==> src/rtl/host_command_control_mode_pkg.sv <==
/*
  Package for the host communication front end: interface selection codes,
  serial bit rate codes, timing constants, defaults and carrier structs.
  Assumes a 250 MHz core clock.
*/
package host_command_control_mode_pkg;

  // ----------------------------------------------------------------
  // Clock and serial timing
  // ----------------------------------------------------------------
  localparam int unsigned CLK_HZ = 250_000_000;
  localparam int unsigned BAUD_4800 = 4800;
  localparam int unsigned BAUD_9600 = 9600;
  localparam int unsigned BAUD_19200 = 19200;
  localparam int unsigned BAUD_38400 = 38400;
  localparam int unsigned BAUD_115200 = 115200;
  localparam int unsigned DIV_W = 16;
  localparam logic [DIV_W-1:0] DIV_4800 = DIV_W'(CLK_HZ / BAUD_4800);
  localparam logic [DIV_W-1:0] DIV_9600 = DIV_W'(CLK_HZ / BAUD_9600);
  localparam logic [DIV_W-1:0] DIV_19200 = DIV_W'(CLK_HZ / BAUD_19200);
  localparam logic [DIV_W-1:0] DIV_38400 = DIV_W'(CLK_HZ / BAUD_38400);
  localparam logic [DIV_W-1:0] DIV_115200 = DIV_W'(CLK_HZ / BAUD_115200);

  // ----------------------------------------------------------------
  // Framing and defaults
  // ----------------------------------------------------------------
  localparam int unsigned DATA_BITS = 8;
  localparam logic [4:0] GPIB_ADDR_MAX = 5'h1E;
  localparam logic [4:0] GPIB_ADDR_RST = 5'h01;
  localparam logic [7:0] CHAR_LF = 8'h0A;
  localparam logic [7:0] CHAR_CR = 8'h0D;
  localparam logic MODEM_ON = 1'b1;

  // ----------------------------------------------------------------
  // Enumerations
  // ----------------------------------------------------------------
  typedef enum logic [1:0] {
    LINK_SERIAL = 2'b00,
    LINK_GPIB = 2'b01,
    LINK_USB = 2'b10
  } link_sel_t;

  typedef enum logic [2:0] {
    RATE_4800 = 3'b000,
    RATE_9600 = 3'b001,
    RATE_19200 = 3'b010,
    RATE_38400 = 3'b011,
    RATE_115200 = 3'b100
  } rate_sel_t;

  typedef enum logic [1:0] {
    TERM_LF = 2'b00,
    TERM_CRLF = 2'b01
  } term_sel_t;

  // Configuration carried as one group
  typedef struct packed {
    link_sel_t link;
    rate_sel_t rate;
    logic [4:0] gpib_addr;
    term_sel_t term;
    logic usb_keyboard;
    logic ext_trigger;
    logic data_out;
  } cfg_t;

  // Byte stream with handshake
  typedef struct packed {
    logic valid;
    logic [7:0] data;
  } byte_t;

endpackage

==> src/rtl/host_command_control_mode_interface.sv <==
/*
  Host communication front end. Selects one of serial, parallel bus or USB
  links, runs the serial transmitter and receiver, routes command bytes and
  pushes measured-value characters to the host.
  Assumes: external USB and parallel bus engines take byte streams; all
  inputs are synchronous to core_clk; configuration is static per write.
*/
// Behaviour
// - only the selected link is ever active
// - five bit rates, 9600 default
// - 8 data bits, one stop, no parity
// - DTE; only receive and transmit carry data, modem inputs ignored
// - DTR and RTS held asserted always
// - bus address 0 to 30, default 1
// - terminator LF or CR+LF, LF default
// - keyboard external: send on trigger or key
// - keyboard internal: send on measurement end
// - USB command mode default, accepts commands
// - data output blocks commands on that link
module host_command_control_mode_interface (
  input wire logic core_clk, // Core clock 250 MHz
  input wire logic rst_b, // Asynchronous reset, active low
  input wire logic cfg_we, // Configuration write strobe
  input wire host_command_control_mode_pkg::cfg_t cfg_in, // Configuration written on cfg_we
  output host_command_control_mode_pkg::cfg_t cfg_out, // Active configuration
  input wire logic measurement_trigger_input, // Trigger pulse
  input wire logic front_panel_trigger_key, // Enter key pulse
  input wire logic meas_done, // Measurement finished pulse
  input wire host_command_control_mode_pkg::byte_t value_char, // Measured value characters
  output logic value_char_ready, // Character accepted
  output logic value_req, // Request for a value string
  output logic value_end_pend, // Terminator pending after string
  input wire logic value_last, // Last character of value string
  input wire logic ser_rxd, // Serial receive line
  output logic ser_txd, // Serial transmit line
  output logic ser_dtr, // Data terminal ready
  output logic ser_rts, // Request to send
  input wire logic ser_dcd, // Carrier detect, ignored
  input wire logic ser_dsr, // Data set ready, ignored
  input wire logic ser_cts, // Clear to send, ignored
  input wire logic ser_ri, // Ring indicator, ignored
  output logic gpib_en, // Parallel bus engine enable
  output logic usb_en, // USB engine enable
  output logic ser_en, // Serial port enable
  input wire host_command_control_mode_pkg::byte_t usb_rx, // Byte from USB engine
  input wire host_command_control_mode_pkg::byte_t gpib_rx, // Byte from bus engine
  output host_command_control_mode_pkg::byte_t usb_tx, // Byte to USB engine
  input wire logic usb_tx_ready, // USB engine takes byte
  output host_command_control_mode_pkg::byte_t cmd_byte, // Command byte to parser
  output logic command_control_mode, // Commands accepted on active link
  output logic ser_framing_err // Stop bit low on last character
);

  // ----------------------------------------------------------------
  // Reset synchroniser
  // ----------------------------------------------------------------
  logic rst_s1_q, rst_s2_q;
  always_ff @(posedge core_clk or negedge rst_b) begin
    if (!rst_b) begin
      rst_s1_q <= 1'b0;
      rst_s2_q <= 1'b0;
    end else begin
      rst_s1_q <= 1'b1;
      rst_s2_q <= rst_s1_q;
    end
  end
  wire logic rst_n = rst_s2_q;

  // ----------------------------------------------------------------
  // Configuration
  // ----------------------------------------------------------------
  host_command_control_mode_pkg::cfg_t cfg_q;
  host_command_control_mode_pkg::cfg_t cfg_d;

  // Illegal codes keep the stored value so the stored state is always servable
  always_comb begin
    cfg_d = cfg_in;
    if (cfg_in.link != host_command_control_mode_pkg::LINK_SERIAL && cfg_in.link != host_command_control_mode_pkg::LINK_GPIB
        && cfg_in.link != host_command_control_mode_pkg::LINK_USB) begin
      cfg_d.link = cfg_q.link;
    end
    if (cfg_in.rate > host_command_control_mode_pkg::RATE_115200) begin
      cfg_d.rate = cfg_q.rate;
    end
    if (cfg_in.gpib_addr > host_command_control_mode_pkg::GPIB_ADDR_MAX) begin
      cfg_d.gpib_addr = cfg_q.gpib_addr;
    end
    if (cfg_in.term != host_command_control_mode_pkg::TERM_LF && cfg_in.term != host_command_control_mode_pkg::TERM_CRLF) begin
      cfg_d.term = cfg_q.term;
    end
    if (cfg_in.link == host_command_control_mode_pkg::LINK_GPIB) begin
      cfg_d.data_out = 1'b0; // Data output exists on serial and USB only
    end
  end

  // Defaults: serial, 9600, address 1, LF, USB command mode, output off
  always_ff @(posedge core_clk or negedge rst_n) begin
    if (!rst_n) begin
      cfg_q.link <= host_command_control_mode_pkg::LINK_SERIAL;
      cfg_q.rate <= host_command_control_mode_pkg::RATE_9600;
      cfg_q.gpib_addr <= host_command_control_mode_pkg::GPIB_ADDR_RST;
      cfg_q.term <= host_command_control_mode_pkg::TERM_LF;
      cfg_q.usb_keyboard <= 1'b0;
      cfg_q.ext_trigger <= 1'b0;
      cfg_q.data_out <= 1'b0;
    end else if (cfg_we) begin
      cfg_q <= cfg_d;
    end
  end
  assign cfg_out = cfg_q;

  // ----------------------------------------------------------------
  // Link selection
  // ----------------------------------------------------------------
  // One-hot enables from a single stored code
  assign ser_en = (cfg_q.link == host_command_control_mode_pkg::LINK_SERIAL);
  assign gpib_en = (cfg_q.link == host_command_control_mode_pkg::LINK_GPIB);
  assign usb_en = (cfg_q.link == host_command_control_mode_pkg::LINK_USB);
  assign ser_dtr = host_command_control_mode_pkg::MODEM_ON;
  assign ser_rts = host_command_control_mode_pkg::MODEM_ON;

  // Streaming mode: serial or USB with data output, or USB keyboard mode
  logic stream_mode;
  assign stream_mode = (ser_en && cfg_q.data_out) || (usb_en && (cfg_q.data_out
                       || cfg_q.usb_keyboard));
  assign command_control_mode = !stream_mode;

  // ----------------------------------------------------------------
  // Bit rate divider
  // ----------------------------------------------------------------
  logic [host_command_control_mode_pkg::DIV_W-1:0] div_sel;
  always_comb begin
    case (cfg_q.rate)
      host_command_control_mode_pkg::RATE_4800: div_sel = host_command_control_mode_pkg::DIV_4800;
      host_command_control_mode_pkg::RATE_19200: div_sel = host_command_control_mode_pkg::DIV_19200;
      host_command_control_mode_pkg::RATE_38400: div_sel = host_command_control_mode_pkg::DIV_38400;
      host_command_control_mode_pkg::RATE_115200: div_sel = host_command_control_mode_pkg::DIV_115200;
      default: div_sel = host_command_control_mode_pkg::DIV_9600;
    endcase
  end

  // ----------------------------------------------------------------
  // Serial receiver (carrier, set-ready, clear, ring lines are unused)
  // ----------------------------------------------------------------
  typedef enum logic [1:0] {
    RX_IDLE = 2'b00,
    RX_START = 2'b01,
    RX_DATA = 2'b10,
    RX_STOP = 2'b11
  } rx_state_t;
  rx_state_t rx_state_q;
  logic [host_command_control_mode_pkg::DIV_W-1:0] rx_cnt_q;
  logic [2:0] rx_bit_q;
  logic [7:0] rx_shift_q;
  host_command_control_mode_pkg::byte_t ser_rx_q;

  always_ff @(posedge core_clk or negedge rst_n) begin
    if (!rst_n) begin
      rx_state_q <= RX_IDLE;
      rx_cnt_q <= '0;
      rx_bit_q <= 3'h0;
      rx_shift_q <= 8'h00;
      ser_rx_q <= '0;
      ser_framing_err <= 1'b0;
    end else begin
      ser_rx_q.valid <= 1'b0;
      case (rx_state_q)
        RX_IDLE: begin
          if (ser_en && !ser_rxd) begin
            rx_state_q <= RX_START;
            rx_cnt_q <= div_sel >> 1;
          end
        end
        RX_START: begin
          if (rx_cnt_q != '0) begin
            rx_cnt_q <= rx_cnt_q - 1'b1;
          end else if (ser_rxd) begin
            rx_state_q <= RX_IDLE; // Glitch, not a start bit
          end else begin
            rx_state_q <= RX_DATA;
            rx_cnt_q <= div_sel - 1'b1;
            rx_bit_q <= 3'h0;
          end
        end
        RX_DATA: begin
          if (rx_cnt_q != '0) begin
            rx_cnt_q <= rx_cnt_q - 1'b1;
          end else begin
            rx_shift_q <= {ser_rxd, rx_shift_q[7:1]};
            rx_cnt_q <= div_sel - 1'b1;
            rx_bit_q <= rx_bit_q + 3'h1;
            if (rx_bit_q == 3'(host_command_control_mode_pkg::DATA_BITS - 1)) begin
              rx_state_q <= RX_STOP;
            end
          end
        end
        RX_STOP: begin
          if (rx_cnt_q != '0) begin
            rx_cnt_q <= rx_cnt_q - 1'b1;
          end else begin
            rx_state_q <= RX_IDLE;
            ser_framing_err <= !ser_rxd;
            ser_rx_q.valid <= ser_rxd;
            ser_rx_q.data <= rx_shift_q;
          end
        end
        default: rx_state_q <= RX_IDLE;
      endcase
    end
  end

  // ----------------------------------------------------------------
  // Command byte routing from the active link only
  // ----------------------------------------------------------------
  always_ff @(posedge core_clk or negedge rst_n) begin
    if (!rst_n) begin
      cmd_byte <= '0;
    end else begin
      cmd_byte.valid <= command_control_mode && ((ser_en && ser_rx_q.valid)
                        || (usb_en && usb_rx.valid) || (gpib_en && gpib_rx.valid));
      cmd_byte.data <= ser_en ? ser_rx_q.data : (usb_en ? usb_rx.data : gpib_rx.data);
    end
  end

  // ----------------------------------------------------------------
  // Value output sequencer
  // ----------------------------------------------------------------
  typedef enum logic [1:0] {
    OUT_IDLE = 2'b00,
    OUT_BODY = 2'b01,
    OUT_CR = 2'b10,
    OUT_LF = 2'b11
  } out_state_t;
  out_state_t out_q;
  logic fire;
  logic sink_ready;
  logic tx_busy;
  logic [7:0] out_data;
  logic out_valid;

  // External trigger or key, or measurement end, per trigger source
  assign fire = stream_mode && (cfg_q.ext_trigger ?
                (measurement_trigger_input || front_panel_trigger_key)
                : meas_done);
  assign sink_ready = ser_en ? !tx_busy : usb_tx_ready;
  assign out_valid = (out_q == OUT_BODY) ? value_char.valid : (out_q != OUT_IDLE);
  assign out_data = (out_q == OUT_BODY) ? value_char.data :
                    ((out_q == OUT_CR) ? host_command_control_mode_pkg::CHAR_CR : host_command_control_mode_pkg::CHAR_LF);
  assign value_char_ready = (out_q == OUT_BODY) && sink_ready;
  assign value_req = fire && (out_q == OUT_IDLE);
  assign value_end_pend = (out_q == OUT_CR) || (out_q == OUT_LF);
  wire logic out_take = out_valid && sink_ready;

  always_ff @(posedge core_clk or negedge rst_n) begin
    if (!rst_n) begin
      out_q <= OUT_IDLE;
    end else begin
      case (out_q)
        OUT_IDLE: if (fire) out_q <= OUT_BODY;
        OUT_BODY: if (out_take && value_last) begin
          out_q <= (cfg_q.term == host_command_control_mode_pkg::TERM_CRLF) ? OUT_CR : OUT_LF;
        end
        OUT_CR: if (out_take) out_q <= OUT_LF;
        OUT_LF: if (out_take) out_q <= OUT_IDLE;
        default: out_q <= OUT_IDLE;
      endcase
    end
  end

  // USB sink registered
  always_ff @(posedge core_clk or negedge rst_n) begin
    if (!rst_n) begin
      usb_tx <= '0;
    end else begin
      usb_tx.valid <= usb_en && out_take;
      usb_tx.data <= out_data;
    end
  end

  // ----------------------------------------------------------------
  // Serial transmitter: start, 8 data LSB first, stop
  // ----------------------------------------------------------------
  logic [9:0] tx_shift_q;
  logic [3:0] tx_left_q;
  logic [host_command_control_mode_pkg::DIV_W-1:0] tx_cnt_q;
  assign tx_busy = (tx_left_q != 4'h0);

  always_ff @(posedge core_clk or negedge rst_n) begin
    if (!rst_n) begin
      tx_shift_q <= 10'h3FF;
      tx_left_q <= 4'h0;
      tx_cnt_q <= '0;
      ser_txd <= 1'b1;
    end else if (!tx_busy) begin
      ser_txd <= 1'b1;
      if (ser_en && out_take) begin
        tx_shift_q <= {1'b1, out_data, 1'b0};
        tx_left_q <= 4'hB; // Ten bits plus one bit time so the stop bit is whole
        tx_cnt_q <= '0;
      end
    end else if (tx_cnt_q == '0) begin
      ser_txd <= tx_shift_q[0];
      tx_shift_q <= {1'b1, tx_shift_q[9:1]};
      tx_left_q <= tx_left_q - 4'h1;
      tx_cnt_q <= div_sel - 1'b1;
    end else begin
      tx_cnt_q <= tx_cnt_q - 1'b1;
    end
  end

endmodule

==> config.mk <==
export PLATFORM = sky130hd
export DESIGN_NAME = host_command_control_mode_interface
export DESIGN_NICKNAME = d
export VERILOG_FILES = /design/src/rtl/host_command_control_mode_pkg.sv /design/src/rtl/host_command_control_mode_interface.sv
export SDC_FILE = /design/constraint.sdc
export NUM_CORES = 1
export LEC_CHECK = 0
export BUFFER_PORTS_ARGS = -buffer_cell sky130_fd_sc_hd__buf_2
export CORE_MARGIN = 5
export CORE_UTILIZATION = 54
export CTS_CLUSTER_DIAMETER = 80
export DETAILED_ROUTE_END_ITERATION = 8
export PLACE_DENSITY = 0.81
export SLEW_MARGIN = 20
export SYNTH_ARGS = -nofsm -noshare
export SYNTH_HDL_FRONTEND = slang
export SYNTH_SLANG_ARGS = --single-unit
==> constraint.sdc <==
create_clock -name core_clk -period 4.8 [get_ports core_clk]
set_clock_uncertainty 0.2 [all_clocks]
set_input_delay 0.24 -clock core_clk [delete_from_list [all_inputs] [get_ports core_clk]]
set_output_delay 0.24 -clock core_clk [all_outputs]
set_load 0.01 [all_outputs]
======== Word level (Yosys, flattened, before mapping) ========
Index checks and enable logic that the tools add are counted.
operators by class
  add/subtract/negate cells ............... 5
  magnitude comparators ................... 2
  equality and inequality tests ........... 30
  mux-type cells .......................... 45
  bitwise logic cells ..................... 5
  reductions and logical operators ........ 49
operators by type and width
  operator               count
  $mux 16                8
  $pmux 16 s4            2
  $sub 16x1->16 const B  3
  $mux 10                3
  $mux 8                 3
  $ne 2x2->1 const B     11
  $mux 2                 10
  $mux 9                 2
  $logic_and 1x1->1      17
  $logic_not 16->1       1
  $pmux 2 s4             2
  $reduce_bool 16->1     1
  $reduce_and 2->1       7
  $mux 3                 4
  $mux 4                 3
  $eq 2x1->1 const B     5
  $eq 2x2->1 const B     5
  $reduce_bool 2->1      5
  $ne 2x1->1 const B     4
  $reduce_and 4->1       2
  $mux 1                 7
  $eq 3x2->1 const B     2
  $eq 3x3->1 const B     2
  $logic_not 2->1        3
  13 further kinds       24
word-level totals
  register bits ........................... 107
  input bits .............................. 55
  word-level logic and storage cells ...... 161

======== Depth between registers and ports, before layout ========
  word-level depth ........................ 7
  gate-level depth with buffers ........... 9
  depth with buffers taken out ............ 8

======== Worst setup path after synthesis ========
No wires, ideal clock.
  kind .................................... register to register
  start point ............................. reg rx_cnt_q[0] (netlist bit)
  end point ............................... reg rx_cnt_q[15] (netlist bit)
  arrival time ............................ 2,198 ps
  required time ........................... 4,479 ps
  slack ................................... 2,281 ps
  stages on the path, launching flop included .. 10
  buffers on the path ..................... 1
  clock period less this slack ............ 2,519 ps
  cell sequence ........................... dfrtp_1 inv_1 ha_1 or4b_1 nor4_2 buf_2 nor2_1 o2111ai_1 o21ai_1 a22o_1
between the ends
  cells in the longest elaborated chain, start to end .. 3
  elaborated cells on any way between the ends .. 9
ends and longest elaborated chain
  item                                                        RTL line                                    RTL
  from (decl)                                                 host_command_control_mode_interface.sv:152  logic [host_command_control_mode_pkg::DIV_W-1:0] rx_cnt_q;
  from (signal assigned)                                      host_command_control_mode_interface.sv:171  rx_cnt_q <= div_sel >> 1;
  from (signal assigned)                                      host_command_control_mode_interface.sv:176  rx_cnt_q <= rx_cnt_q - 1'b1;
  from (signal assigned)                                      host_command_control_mode_interface.sv:181  rx_cnt_q <= div_sel - 1'b1;
  $sub 16x1->16 / $reduce_bool 16->1 (equally long branches)  n/a
  $mux 16, or another cell as far along                       host_command_control_mode_interface.sv:198  if (rx_cnt_q != '0) begin
  $pmux 16 s4 / $reduce_and 3->1 (equally long branches)      n/a
Several ways; a longest one is shown, not always the timed one. The select of a mux whose other input is x is not followed.
A chain may end at the register's enable or synchronous reset.

======== Worst setup path in the final report ========
Same ends and word-level chain as after synthesis.

==> results_dict.tcl <==
set metrics [dict create \
    cts_hold_buf 47 \
    fp.dieW_um 113 \
    multi_input_area_um2 2860 \
    slew_headroom_pct 35.5 \
    synth.avg_cell_area_um2 9.34 \
    dieArea_um2 12800 \
    rsz0062_at_grt "no" \
    setup_viol 0 \
    critPathCapture "rx_cnt_q[15]" \
    crit_start "rx_cnt_q[0]" \
    ys_async_sr_fraction_pct 100 \
    htree_levels 3 \
    hpwlAfterDp_mm 10.4 \
    p_leak_nw 3.11 \
    fmax_mhz 331 \
    clock_latency_ps 370 \
    die_h_um 113 \
    synthSimpleGateAreaFrac_pct 18.9 \
    hold_ws_ps -2.46 \
    yosysWarnings 0 \
    ys_ff_latch 106 \
    synth_compound_area_share_pct 19.0 \
    p_int_mw 1.33 \
    gr-usage-all-layers_pct 26.9 \
    arrival_ps 3090 \
    p_seq_share_pct 52.0 \
    n_antenna_cell 0 \
    synthMuxAreaShare_pct 7.91 \
    ys_types 65 \
    yosys.area.top_type "dfrtp_1" \
    stdcell_area_um2 6940 \
    regArea_um2 2670 \
    cts.sinks 106 \
    cap_violations 0 \
    routedWlPerCell_um 18.8 \
    maxSlewViolCount 0 \
    start_util_pct 55.4 \
    vdd_drop_max_mv 0.258 \
    timing_worst_setup_path_type "reg2reg" \
    reg2reg_from "rx_cnt_q[0]" \
    vias 5439 \
    nNetsFinal 814 \
    drt_wl_total_mm 16.6 \
    grt_max_degree 73 \
    synth_cells 615 \
    cts_inserted_buffers 9 \
    ff2ff_path_depth 8 \
    drc 0 \
    status "finished, violations left" \
    pin_count 99 \
    ant_nets 0 \
    regToRegSetupSlack_ps 1780 \
    io_buffers 92 \
    synth_top_area_share_pct 41.0 \
    synth_seq_area_share_pct 46.4 \
    dr.first_iter.drc_count 464 \
    synth_fa_ha_area_share_pct 3.27 \
    hold_path_class "in2reg" \
    fin_tns_setup_ps 0 \
    cts-root-buf "clkbuf_8" \
    grt_pass1_vias 5539 \
    nFillCells 741 \
    grt-ovfl-total 0 \
    ys_top_cells_by_area "dfrtp_1 41%, o21ai_0 6.3%, dfstp_2 5.5%" \
    antenna_found_initial 0 \
    min-delay-start "usb_rx[1]" \
    row_count 37 \
    power.density_nw_per_um2 280 \
    firstDrtPassIters 5 \
    critPathMaxFanout 12 \
    cts_resized 0 \
    tritoncts "built" \
    synth_ff_type "dfrtp_1" \
    min_period_over_period_pct 62.9 \
    violations "negative hold slack" \
    place_congestion 0.913 \
    yosys.area_share.xor_xnor_pct 0.305 \
    swShare_pct 31.5 \
    end_kind "flop" \
    switchingPower_mw 0.611 \
    drive_gt1_share_pct 23.2 \
    syn-cell-area_um2 5740 \
    fin_crit_ps 3020 \
    required_ps 4870 \
    vias_per_cell 6.15 \
    power_frac_clock_pct 26.9 \
    post_cts_buffers 0 \
    combPwrFrac_pct 21.1 \
    core_um2 10400 \
    dpl_cell_area_um2 6300 \
    area_growth_pct 20.9 \
    clk_pin_slew_worst_paths_ps 100 \
    start_kind "flop" \
    timing.rr.end "rx_cnt_q[15]" \
    synth_top_family_by_area "compound AO/OA/AOI/OAI gates" \
    final_hold_viol_count 1 \
    tightestPinTransition_ps 959 \
    grt_pass1_wl_mm 27.7 \
    ctsLongestPathBuffers 2 \
    synth_edf_count 0 \
]
==> how the worst min path moves through the flow <==
| stage | to | slack, ps | cells after the start |
|---|---|---|---|
| after floorplan | rst_n | -260 | 0 |
| after global placement | rst_s1_q | -170 | 1 |
| after detailed placement | rst_s1_q | -170 | 1 |
| after CTS | cmd_byte[2] | 6 | 3 |
| after global routing | cmd_byte[1] | 30 | 3 |
| final | cmd_byte[1] | -2 | 3 |
==> synth_stat cells, types with 2 or more instances <==
| cell type | n |
|---|---|
| and3_1 | 5 |
| ha_1 | 15 |
| or3_1 | 4 |
| and2_1 | 8 |
| dfrtp_1 | 94 |
| nand4_1 | 2 |
| o2111ai_1 | 2 |
| nand3_1 | 12 |
| a21oi_1 | 45 |
| o31ai_1 | 10 |
| o21ai_1 | 5 |
| nor2b_1 | 10 |
| buf_4 | 3 |
| nor3_1 | 17 |
| a31oi_1 | 8 |
| nor4_2 | 3 |
| nand2_1 | 70 |
| clkbuf_1 | 20 |
| o21a_1 | 3 |
| mux2_2 | 27 |
| nand2b_1 | 4 |
| and3b_1 | 2 |
| mux2i_1 | 15 |
| dfstp_2 | 12 |
| nor2_1 | 54 |
| or3_4 | 2 |
| o21ai_0 | 72 |
| or2_2 | 3 |
| nor3b_1 | 2 |
| nor4_1 | 5 |
| xnor2_1 | 2 |
| buf_2 | 4 |
| or4_1 | 3 |
| a22o_1 | 10 |
| o22a_2 | 2 |
| inv_1 | 23 |
| o211ai_1 | 5 |
| o221ai_1 | 2 |
| a21o_1 | 2 |
| a221oi_1 | 3 |
==> critical path, stage by stage, from the launching register on <==
cell and delay (ps):
dfrtp_1 440, inv_1 90, ha_1 210, nor4b_2 680, nand4_2 430, o21ai_1 290
buf_4 220, o41ai_1 90, a22o_1 260
==> sequential cells by signal, indices dropped and copies added (netlist names), 2 cells and up, named ones only <==
name / flops
ser_rx_q: 9
cfg_out: 15
usb_tx: 9
rx_cnt_q: 16
out_q: 2
tx_shift_q: 9
tx_left_q: 4
rx_bit_q: 3
cmd_byte: 9
tx_cnt_q: 16
rx_shift_q: 8
==> placed cells by master, fill, tap and decap left out, types with 3 or more instances in the layout <==
cell           synthesis  layout
dfrtp_1               94      93
buf_2                  4      92
o21ai_0               72      72
nand2_1               70      70
nor2_1                54      54
dlygate4sd3_1          0      47
a21oi_1               45      45
mux2_2                27      27
inv_1                 23      23
nor3_1                17      17
mux2i_1               15      15
ha_1                  15      15
nand3_1               12      12
dfstp_2               12      12
nor2b_1               10      10
o31ai_1               10      10
a22o_1                10      10
clkbuf_8               0      10
and2_1                 8       8
a31oi_1                8       8
buf_4                  3       7
and3_1                 5       5
o21ai_1                5       5
o211ai_1               5       5
nand2b_1               4       4
or3_1                  4       4
nor4_2                 3       4
nor4_1                 5       4
o21a_1                 3       3
or2_2                  3       3
or4_1                  3       3
a221oi_1               3       3
conb_1                 1       3
==> metal layers <==
layer	wire [um]	global-route usage [%]	vias to the layer above
met2	7840	43.2	309
met4	707	13.1	0
met3	1440	5.94	67
met1	6640	34.3	2603
met5	0	0	-
li1	-	-	2460
==> stage by stage <==
stage	util [%]	setup WS [ps]	total power, mW	hold slack (ps)	instances
after floorplan	-	1450	1.23	-256	617
after global placement	60.7	1890	1.36	-174	822
after detailed placement	60.7	1860	1.38	-173	822
after CTS	67.0	1840	1.92	6.36	885
after global routing	67.0	1520	2.03	25.4	885
final	67.0	1780	1.94	-2.46	885
==> cell families (layout without fill, tap and decap cells) <==
family          after synthesis  after routing
compound gates              181            181
xor+xnor                      2              2
fa+ha+maj                    15             15
buf+inv                      53            185
flops                       106            106
mux                          42             42
other cells                   1              3
simple gates                215            215
==> power groups by stage <==
stage | combinational (mW) | sequential [mW] | clock [mW]
detailed placement | 0.351 | 1.02 | 0
global placement | 0.337 | 1.02 | 0
finish | 0.410 | 1.01 | 0.523
CTS | 0.390 | 1.01 | 0.527
floorplan | 0.202 | 1.03 | 0
global route | 0.449 | 1.02 | 0.566
==> layout make-up <==
cell class | count | share of cell area (%)
inverter | 23 | 1.24
multi-input combinational | 458 | 41.1
clock buffer | 11 | 2.04
timing repair buffer | 146 | 14.2
sequential | 106 | 38.5
clock inverter | 5 | 0.523
tap | 136 | 2.45
Power figures use the tool's default switching activity.
